**src/include/phy_regs_map.svh**
```systemverilog
// Offsets, bit positions, reset values and timing of the PHY control block.
// Assumes a 32-bit classic Wishbone bus and a 10 MHz system clock.
// Function
// [RQ1] Two-bit code picks transmit FIFO depth 4/5/6/8 nibbles; resets to 01.
// [RQ2] Force-link-good bit forces link enable for the basic control speed.
// [RQ3] Code 01 powers down all but management; PLL too if PLL-disable set.
// [RQ4] Code 10 is active sleep plus a wake link pulse every 1.4 s.
// [RQ5] Code 11 keeps management and energy detect; wakes on link partner.
// [RQ6] Controller must also set basic control power-down bit for these modes.
// [RQ7] With PLL powered down, logic runs from the reference clock.
// [RQ8] Auto crossover runs while its enable is one; reset value from strap.
// [RQ9] With auto crossover off, manual bit picks straight or crossed pinout.
// [RQ10] Jabber-disable bit one turns jabber detection off.
// [RQ11] Status shows speed (1 = 100 Mb/s) and duplex (1 = full).
// [RQ12] Status holds a latched-high page-received bit.
// [RQ13] Negotiation-complete reads one when done or disabled.
// [RQ14] Status shows link up as one, down as zero.
// [RQ15] Status shows resolved crossover and sleep state.
// [RQ16] Status shows detected 10 Mb/s polarity, one for positive.
// [RQ17] Status bit 0 shows a jabber condition.
// [RQ18] One enable bit per interrupt event, all reset to disabled.
// [RQ19] Each event latches into a flag; enabled flags drive the interrupt.
// [RQ20] Latched bits clear on read only if the condition has gone.
`ifndef PHY_REGS_MAP_SVH
`define PHY_REGS_MAP_SVH
`define IDX_PHY_CONTROL 6'h10
`define IDX_PHY_STATUS 6'h11
`define IDX_INT_MASK 6'h12
`define IDX_INT_FLAG 6'h13
`define CTRL_RESET 16'h4000
`define CTRL_WMASK 16'hc7f1
`define MASK_RESET 16'h0000
`define MASK_WMASK 16'hfcd3
`define CT_DEPTH 15:14
`define CT_FORCE 10
`define CT_PDMODE 9:8
`define CT_SLEEP 9
`define CT_AUTOX 6
`define CT_MANX 5
`define CT_PLLDIS 4
`define CT_JABDIS 0
`define ST_SPEED 14
`define ST_DUPLEX 13
`define ST_PAGE 12
`define ST_ANDONE 11
`define ST_LINK 10
`define ST_MDIX 8
`define ST_SLEEP 6
`define ST_POL 1
`define ST_JAB 0
`define FL_ANERR 15
`define FL_SPEED 14
`define FL_DUPLEX 13
`define FL_PAGE 12
`define FL_ANDONE 11
`define FL_LINK 10
`define FL_FIFO 7
`define FL_MDIX 6
`define FL_SLEEP 4
`define FL_POL 1
`define FL_JAB 0
`define DEPTH_C0 4'h4
`define DEPTH_C1 4'h5
`define DEPTH_C2 4'h6
`define DEPTH_C3 4'h8
`define NLP_PERIOD_MS 64'd1400
`define CLK_FREQ_HZ 64'd10000000
`define MS_PER_S 64'd1000
`endif

```
**src/include/phy_regs_pkg.sv**
```systemverilog
// Types shared by the PHY control block.
// Assumes the constants of phy_regs_map.svh.
package phy_regs_pkg;
  typedef enum logic [1:0] {
    PD_NORMAL = 2'h0,
    PD_GENERAL = 2'h1,
    PD_ACTIVE_SLEEP = 2'h2,
    PD_PASSIVE_SLEEP = 2'h3
  } pd_mode_t;
  typedef enum logic [1:0] {PS_RUN, PS_PDOWN, PS_SLEEP, PS_AWAKE} pwr_state_t;
endpackage : phy_regs_pkg

```
**src/design/phy_control_status_intmask.sv**
```systemverilog
// Control, status and interrupt-mask registers of a 10/100 PHY, Wishbone slave.
// Line-side status inputs come from logic on sys_clk; strap and energy pins do not.
`timescale 1ns/10ps
`include "phy_regs_map.svh"
module phy_control_status_intmask #(
  parameter logic [23:0] NLP_CYCLES =
    24'((`NLP_PERIOD_MS * `CLK_FREQ_HZ) / `MS_PER_S)
) (
  input wire logic sys_clk,
  input wire logic rst,
  input wire logic wb_cyc_i,
  input wire logic wb_stb_i,
  input wire logic wb_we_i,
  input wire logic [7:0] wb_adr_i,
  input wire logic [3:0] wb_sel_i,
  input wire logic [31:0] wb_dat_i,
  output logic [31:0] wb_dat_o,
  output logic wb_ack_o,
  input wire logic bmcrPowerDown,
  input wire logic bmcrSpeed100,
  input wire logic autoMdixStrap,
  input wire logic energyDetect,
  input wire logic lineSpeed100,
  input wire logic lineFullDuplex,
  input wire logic anEnabled,
  input wire logic anComplete,
  input wire logic anError,
  input wire logic pageReceived,
  input wire logic linkUp,
  input wire logic mdixResolved,
  input wire logic rxPolarity,
  input wire logic jabberDetect,
  input wire logic fifoFault,
  output logic [3:0] fifoDepth_q,
  output logic forcedLinkEnable10_q,
  output logic forcedLinkEnable100_q,
  output logic powerDownMain_q,
  output logic pllPowerDown_q,
  output logic clkSelRef_q,
  output logic nlpWake_q,
  output logic autoMdixEnable_q,
  output logic mdiCrossed_q,
  output logic jabberEnable_q,
  output logic irqPending_q
);
  logic [15:0] ctrl_q;
  logic [15:0] mask_q;
  logic [15:0] mask_d;
  logic [15:0] flags_q;
  logic [15:0] flags_d;
  logic pageLatch_q;
  logic pageLatch_d;
  logic [15:0] pageVec;
  logic [6:0] prev_q;
  logic [6:0] cur;
  logic [15:0] events;
  logic [15:0] status;
  logic [15:0] wrMask;
  logic [15:0] rdData;
  logic [5:0] idx;
  logic access;
  logic wrCtrl;
  logic wrMaskReg;
  logic rdStat;
  logic rdFlag;
  logic strapS1_q;
  logic strapS2_q;
  logic strapLoad_q;
  logic energyS1_q;
  logic energyS2_q;
  logic [23:0] nlpCount_q;
  logic anDone;
  phy_regs_pkg::pwr_state_t pwr_q;
  phy_regs_pkg::pwr_state_t pwr_d;
  phy_regs_pkg::pd_mode_t pdMode;

  // Set wins over the read clear, so an event in the read cycle survives
  function automatic logic [15:0] latchHigh(input logic [15:0] q, input logic [15:0] set,
                                            input logic rd);
    latchHigh = set | (q & ~{16{rd}});
  endfunction : latchHigh

  function automatic logic [3:0] depthOf(input logic [1:0] code);
    case (code)
      2'h0: depthOf = `DEPTH_C0;
      2'h1: depthOf = `DEPTH_C1;
      2'h2: depthOf = `DEPTH_C2;
      default: depthOf = `DEPTH_C3;
    endcase
  endfunction : depthOf

  // Strap and energy pins are asynchronous to sys_clk
  always_ff @(posedge sys_clk) begin
    strapS1_q <= autoMdixStrap;
    strapS2_q <= strapS1_q;
    energyS1_q <= energyDetect;
    energyS2_q <= energyS1_q;
  end

  assign idx = wb_adr_i[7:2];
  assign access = wb_cyc_i & wb_stb_i & ~wb_ack_o;
  assign wrMask = {{8{wb_sel_i[1]}}, {8{wb_sel_i[0]}}};
  assign wrCtrl = access & wb_we_i & (idx == `IDX_PHY_CONTROL);
  assign wrMaskReg = access & wb_we_i & (idx == `IDX_INT_MASK);
  assign rdStat = access & ~wb_we_i & (idx == `IDX_PHY_STATUS);
  assign rdFlag = access & ~wb_we_i & (idx == `IDX_INT_FLAG);
  assign pdMode = phy_regs_pkg::pd_mode_t'(ctrl_q[`CT_PDMODE]);

  always_ff @(posedge sys_clk) begin
    if (rst) begin
      wb_ack_o <= 1'b0;
    end else begin
      wb_ack_o <= access;
    end
  end

  // Seed one cycle after reset, so a short reset still sees a settled strap
  always_ff @(posedge sys_clk) begin
    if (rst) begin
      strapLoad_q <= 1'b1;
    end else begin
      strapLoad_q <= 1'b0;
    end
  end

  // [RQ8] Strap seeds auto crossover
  always_ff @(posedge sys_clk) begin
    if (rst) begin
      ctrl_q <= `CTRL_RESET;
    end else if (wrCtrl) begin
      ctrl_q <= (ctrl_q & ~(wrMask & `CTRL_WMASK)) | (wb_dat_i[15:0] & wrMask & `CTRL_WMASK);
    end else if (strapLoad_q) begin
      ctrl_q[`CT_AUTOX] <= strapS2_q;
    end
  end

  always_comb begin
    mask_d = mask_q;
    if (wrMaskReg) begin
      mask_d = (mask_q & ~(wrMask & `MASK_WMASK)) | (wb_dat_i[15:0] & wrMask & `MASK_WMASK);
    end
  end

  // [RQ18] Per-event enables
  always_ff @(posedge sys_clk) begin
    if (rst) begin
      mask_q <= `MASK_RESET;
    end else begin
      mask_q <= mask_d;
    end
  end

  // [RQ1] FIFO depth decode
  always_ff @(posedge sys_clk) begin
    if (rst) begin
      fifoDepth_q <= `DEPTH_C1;
    end else begin
      fifoDepth_q <= depthOf(ctrl_q[`CT_DEPTH]);
    end
  end

  // [RQ2] Forced link for the chosen speed
  always_ff @(posedge sys_clk) begin
    if (rst) begin
      forcedLinkEnable10_q <= 1'b0;
      forcedLinkEnable100_q <= 1'b0;
    end else begin
      forcedLinkEnable10_q <= ctrl_q[`CT_FORCE] & ~bmcrSpeed100;
      forcedLinkEnable100_q <= ctrl_q[`CT_FORCE] & bmcrSpeed100;
    end
  end

  // [RQ9] Manual pinout when auto is off
  always_ff @(posedge sys_clk) begin
    if (rst) begin
      autoMdixEnable_q <= 1'b0;
      mdiCrossed_q <= 1'b0;
      jabberEnable_q <= 1'b1;
    end else begin
      autoMdixEnable_q <= ctrl_q[`CT_AUTOX];
      mdiCrossed_q <= ctrl_q[`CT_AUTOX] ? mdixResolved : ctrl_q[`CT_MANX];
      // [RQ10] Jabber detection gate
      jabberEnable_q <= ~ctrl_q[`CT_JABDIS];
    end
  end

  // [RQ6] Modes only take effect with the basic control power-down bit
  always_comb begin
    pwr_d = pwr_q;
    case (pwr_q)
      phy_regs_pkg::PS_RUN: begin
        if (bmcrPowerDown && pdMode == phy_regs_pkg::PD_GENERAL) begin
          pwr_d = phy_regs_pkg::PS_PDOWN;
        end else if (bmcrPowerDown && ctrl_q[`CT_SLEEP]) begin
          pwr_d = phy_regs_pkg::PS_SLEEP;
        end
      end
      phy_regs_pkg::PS_PDOWN: begin
        if (!bmcrPowerDown || pdMode != phy_regs_pkg::PD_GENERAL) begin
          pwr_d = phy_regs_pkg::PS_RUN;
        end
      end
      phy_regs_pkg::PS_SLEEP: begin
        if (!bmcrPowerDown || !ctrl_q[`CT_SLEEP]) begin
          pwr_d = phy_regs_pkg::PS_RUN;
        // [RQ5] Wake on link partner energy
        end else if (energyS2_q) begin
          pwr_d = phy_regs_pkg::PS_AWAKE;
        end
      end
      phy_regs_pkg::PS_AWAKE: begin
        // Stays awake until software leaves the sleep mode
        if (!bmcrPowerDown || !ctrl_q[`CT_SLEEP]) begin
          pwr_d = phy_regs_pkg::PS_RUN;
        end
      end
      default: pwr_d = phy_regs_pkg::PS_RUN;
    endcase
  end

  always_ff @(posedge sys_clk) begin
    if (rst) begin
      pwr_q <= phy_regs_pkg::PS_RUN;
    end else begin
      pwr_q <= pwr_d;
    end
  end

  // [RQ3] Power-down outputs
  always_ff @(posedge sys_clk) begin
    if (rst) begin
      powerDownMain_q <= 1'b0;
      pllPowerDown_q <= 1'b0;
      clkSelRef_q <= 1'b0;
    end else begin
      powerDownMain_q <= (pwr_d == phy_regs_pkg::PS_PDOWN) || (pwr_d == phy_regs_pkg::PS_SLEEP);
      pllPowerDown_q <= (pwr_d == phy_regs_pkg::PS_PDOWN) && ctrl_q[`CT_PLLDIS];
      // [RQ7] Reference clock while PLL is off
      clkSelRef_q <= (pwr_d == phy_regs_pkg::PS_PDOWN) && ctrl_q[`CT_PLLDIS];
    end
  end

  // [RQ4] Wake pulse cadence in active sleep
  always_ff @(posedge sys_clk) begin
    if (rst || pwr_q != phy_regs_pkg::PS_SLEEP || pdMode != phy_regs_pkg::PD_ACTIVE_SLEEP) begin
      nlpCount_q <= 24'h000000;
      nlpWake_q <= 1'b0;
    end else if (nlpCount_q >= NLP_CYCLES - 24'h000001) begin
      nlpCount_q <= 24'h000000;
      nlpWake_q <= 1'b1;
    end else begin
      nlpCount_q <= nlpCount_q + 24'h000001;
      nlpWake_q <= 1'b0;
    end
  end

  // [RQ13] Done when finished or negotiation off
  assign anDone = anComplete | ~anEnabled;
  assign cur = {lineSpeed100, lineFullDuplex, anDone, linkUp, mdiCrossed_q,
                pwr_q == phy_regs_pkg::PS_SLEEP, rxPolarity};

  always_ff @(posedge sys_clk) begin
    if (rst) begin
      prev_q <= 7'h00;
    end else begin
      prev_q <= cur;
    end
  end

  always_comb begin
    events = 16'h0000;
    events[`FL_ANERR] = anError;
    events[`FL_SPEED] = cur[6] ^ prev_q[6];
    events[`FL_DUPLEX] = cur[5] ^ prev_q[5];
    events[`FL_PAGE] = pageReceived;
    events[`FL_ANDONE] = cur[4] & ~prev_q[4];
    events[`FL_LINK] = cur[3] ^ prev_q[3];
    events[`FL_FIFO] = fifoFault;
    events[`FL_MDIX] = cur[2] ^ prev_q[2];
    events[`FL_SLEEP] = cur[1] ^ prev_q[1];
    events[`FL_POL] = cur[0] ^ prev_q[0];
    // Jabber is a level; the flag holds while it lasts
    events[`FL_JAB] = jabberDetect & jabberEnable_q;
  end

  // [RQ20] Read clears only what is no longer present
  assign flags_d = latchHigh(flags_q, events, rdFlag);
  assign pageVec = latchHigh({15'h0000, pageLatch_q}, {15'h0000, pageReceived}, rdStat);
  assign pageLatch_d = pageVec[0];

  // [RQ19] Latched event flags
  always_ff @(posedge sys_clk) begin
    if (rst) begin
      flags_q <= 16'h0000;
      pageLatch_q <= 1'b0;
      irqPending_q <= 1'b0;
    end else begin
      flags_q <= flags_d;
      // [RQ12] Page received latch
      pageLatch_q <= pageLatch_d;
      // Next mask too, so an enable write acts together with the flags
      irqPending_q <= |(flags_d & mask_d);
    end
  end

  always_comb begin
    status = 16'h0000;
    // [RQ11] Speed and duplex
    status[`ST_SPEED] = lineSpeed100;
    status[`ST_DUPLEX] = lineFullDuplex;
    status[`ST_PAGE] = pageLatch_q;
    status[`ST_ANDONE] = anDone;
    // [RQ14] Live link state
    status[`ST_LINK] = linkUp;
    // [RQ15] Crossover and sleep
    status[`ST_MDIX] = mdiCrossed_q;
    status[`ST_SLEEP] = pwr_q == phy_regs_pkg::PS_SLEEP;
    // [RQ16] Polarity
    status[`ST_POL] = rxPolarity;
    // [RQ17] Jabber condition
    status[`ST_JAB] = jabberDetect & jabberEnable_q;
  end

  always_comb begin
    case (idx)
      `IDX_PHY_CONTROL: rdData = ctrl_q;
      `IDX_PHY_STATUS: rdData = status;
      `IDX_INT_MASK: rdData = mask_q;
      `IDX_INT_FLAG: rdData = flags_q;
      default: rdData = 16'h0000;
    endcase
  end

  always_ff @(posedge sys_clk) begin
    if (rst) begin
      wb_dat_o <= 32'h00000000;
    end else if (access && !wb_we_i) begin
      wb_dat_o <= {16'h0000, rdData};
    end
  end
endmodule : phy_control_status_intmask

```
**config.mk**
```make
export PLATFORM = sky130hd
export DESIGN_NAME = phy_control_status_intmask
export DESIGN_NICKNAME = d
export VERILOG_FILES = /design/src/include/phy_regs_pkg.sv /design/src/design/phy_control_status_intmask.sv
export VERILOG_INCLUDE_DIRS = /design/src /design/src/include
export SDC_FILE = /design/constraint.sdc
export NUM_CORES = 1
export LEC_CHECK = 0
export ABC_AREA = 1
export ABC_CLOCK_PERIOD_IN_PS = 2000
export CORE_MARGIN = 3
export CORE_UTILIZATION = 60
export CTS_CLUSTER_SIZE = 8
export DETAILED_ROUTE_END_ITERATION = 8
export DONT_BUFFER_PORTS = 1
export GPL_TIMING_DRIVEN = 0
export PLACE_DENSITY = 0.77
export RECOVER_POWER = 25
export SLEW_MARGIN = 0
export SYNTH_ARGS = -nofsm -noshare
export SYNTH_HDL_FRONTEND = slang
export SYNTH_SLANG_ARGS = --single-unit
```
**constraint.sdc**
```tcl
create_clock -name sys_clk -period 2 [get_ports sys_clk]
set_input_delay 0.2 -clock sys_clk [delete_from_list [all_inputs] [get_ports sys_clk]]
set_output_delay 0.2 -clock sys_clk [all_outputs]
set_load 0.05 [all_outputs]
```
==> impl_results.md <==
- Post-synthesis sequential area ratio: 0.451
- # rows: 31
- Area grow syn2layout: 11.6%
- CTS H-tree depth: 3
- Clock transition at path regs: approximately 0.1 ns
- Clock root cell: clkbuf_8
- Antenna violations before repair: 0
- Mux cell area share after synthesis: 0
- Synth async-reset ratio: 0
- Post-synth top area share: 0.451
- First-pass GRT wire length: between 15000 and 20000 um
- Crit share post-route: 0.926
- Reg2Reg Setup Slack: 0.15 ns
- Cells after Synth: 640
- Crit Path Class: reg -> reg
- PD cells: between 600 and 700 mW/mm2
- Mean Syn Cell Area: 7.36 um2
- Mapped Area: 0.00471 mm2
- Post-synth top cells: nand2_1, dfxtp_1, inv_1
- Chip Width: about 95 um
- RSZ-0062 raised after global routing: no
- Fin worst setup slack: roughly 0.15 ns
- Final setup fails: 0
- Vias: 4194
- Antenna cell count: 0
- Vias in the first global route: around 3900
- DRC: 0
- Detail Placement HPWL: approximately 8600 um
- Drt pass-1 iters: 5
- WL final: 11600 um
- NumNets Final: ~750
- IO buf count: 0
- Fin crit period: 1.85 ns
- RD Place Congestion: 0.931
- CTS tree: done
- Crit end category: flip-flop
- WP data arrival: roughly 2.1 ns
- Hold slack: a little over 0.007 ns
- Max-cap viol count: 0
- Crit path launch type: flip-flop
- Final antenna-violating net count: 0
- Global Route Usage Sum: 0.269
- Yosys cell types: 41
- Yosys reg bits: 106
- Compound-Gate Fraction of Synth Area: 0.130
- Synth Flop Type: dfxtp_1
- Lkg Pwr: ~2.1 nW
- Post-Synth Simple-Gate Area: 0.271
- Clk Latency, worst-skew pair: roughly 0.37 ns
- Post-Route Skew: 0.00705 ns
- Fmax: roughly 540 MHz
- Final hold violations: 0
- Top post-synthesis cells by area: dfxtp_1, nand2_1, inv_1
- Longest Clk Path Bufs: 2
- Yosys warns: 0
- WP data required: 2.26 ns
- Die H: between 90 and 100 um
- Post-synth top area cell: dfxtp_1
- Pre-CTS setup slack: -0.343 ns
- WL/cell: between 10 and 15 um
- Total CTS buffers: 9
- HP Class: in -> reg
- XOR/XNOR Fraction of Synth Area: 0.0335
- EDFF count, synth: 0
- VDD IR-drop max: around 0.00038 V
- Starting Density: 0.632
- Final Max Tran Viols: 0
- Number of clock sinks: between 100 and 150
- Vias per inst: roughly 5.3
- Layout cell share with drive strength beyond 1: 0.108
- Measured slew at the worst slew-check pin: approximately 0.66 ns
- Core Area: roughly 0.0074 mm2
- Util after Layout: 0.705
- Largest net degree at the start of global routing: 18
- I/O pins: 111
- Grt ovf: 0
- Critical path peak fanout: 10
- Largest family of logic cells by synthesized area: simple AND/OR/NAND/NOR gates
- Status: finished, final reports clean
- Max-slew headroom: 0.562
- Post-synthesis adder-cell area fraction: 0.00531
- Full die area: 0.00895 mm2
- Count leader, synth: nand2_1
- Initial drt markers: between 200 and 250
[per-stage QoR]
stage	power, mW	instances	instance area, um2	setup TNS (ns)
floorplan	2.42	655	4760	0
global placement	2.46	754	4890	-2.63
detailed placement	2.46	754	4890	-3.50
CTS	3.67	784	5220	0
global route	3.79	786	5250	0
finish	3.67	786	5250	0
[placed cells by master, fill, tap and decap left out, types with 4 or more instances in the layout]
cell type	n
nor2_1	52
conb_1	16
nor3_1	11
clkbuf_8	10
nor2_2	10
dlygate4sd3_1	14
inv_1	71
xor2_1	10
clkinv_2	4
buf_4	19
nand2_1	169
o221ai_1	6
a21oi_1	52
o22ai_1	4
nand4_1	4
dfxtp_1	105
clkbuf_1	10
nand3_1	26
xnor2_1	8
o21ai_0	38
[sequential cells by signal, summed over array words and instances (netlist names), 2 cells and up, named ones only]
name and flops:
prev_q 7, flags_q 16, nlpCount_q 24, mask_q 11, wb_dat_o 16, fifoDepth_q 4
pwr_q 2
[path summary, 6_finish.rpt]
| check | start | end | depth (start not counted) |
|---|---|---|---|
| worst max register to register | nlpCount_q[0] | nlpCount_q[5] | 8 |
| worst min-delay path | wb_cyc_i | wb_ack_o | 2 |
| worst min register to register | energyS1_q | energyS2_q | 0 |
| worst max-delay path | nlpCount_q[0] | nlpCount_q[5] | 8 |
[cell type report]
cell class | count | area (um2)
buffer | 35 | 234
clock buffer | 10 | 138
clock inverter | 6 | 40.0
fill | 650 | 2190
inverter | 73 | 275
multi-input combinational | 440 | 2140
sequential | 106 | 2130
tap | 99 | 124
timing repair buffer | 17 | 175
[logic make-up (layout without fill, tap and decap cells)]
group	Yosys count	count (layout)
buffers and inverters	109	141
DFF	106	106
AOI/OAI and AO/OA	111	111
adders and majority gates	2	2
and+or+nand+nor	293	293
xor gates and xnor gates	18	18
other	1	16
[where the power goes]
group          switching, mW  internal [mW]  leakage, nW  total [mW]
logic                  0.187         0.0890         1.12       0.276
registers             0.0282           2.14        0.862        2.17
clock network          0.729          0.490       0.0928        1.22
total                  0.945           2.72         2.08        3.67
[metal layers]
layer | global-route usage | up-vias | routed length [um]
li1 | - | 2099 | -
met1 | 0.338 | 1915 | 4980
met2 | 0.454 | 162 | 5500
met3 | 0.0661 | 18 | 960
met4 | 0.0901 | 0 | 182
met5 | 0 | - | 0
[worst max-delay path, stage by stage, from the launching register on]
cell and delay, ns:
dfxtp_1 0.38, ha_1 0.26, nand3_2 0.16, nor2_4 0.14
nand2_2 0.08, a211o_1 0.34, nand3b_4 0.16, buf_8 0.17
nor2_2 0.04
[repair_timing]
action / in CTS / in global routing
gates cloned: 0 / 0
hold endpoints to repair: 15 / 0
pin swaps: 1 / 1
setup endpoints to repair: 12 / 1
setup buffers: 1 / 2
gates resized for setup: 3 / 4
hold buffers: 14 / 0
Power figures use the tool's default switching activity.
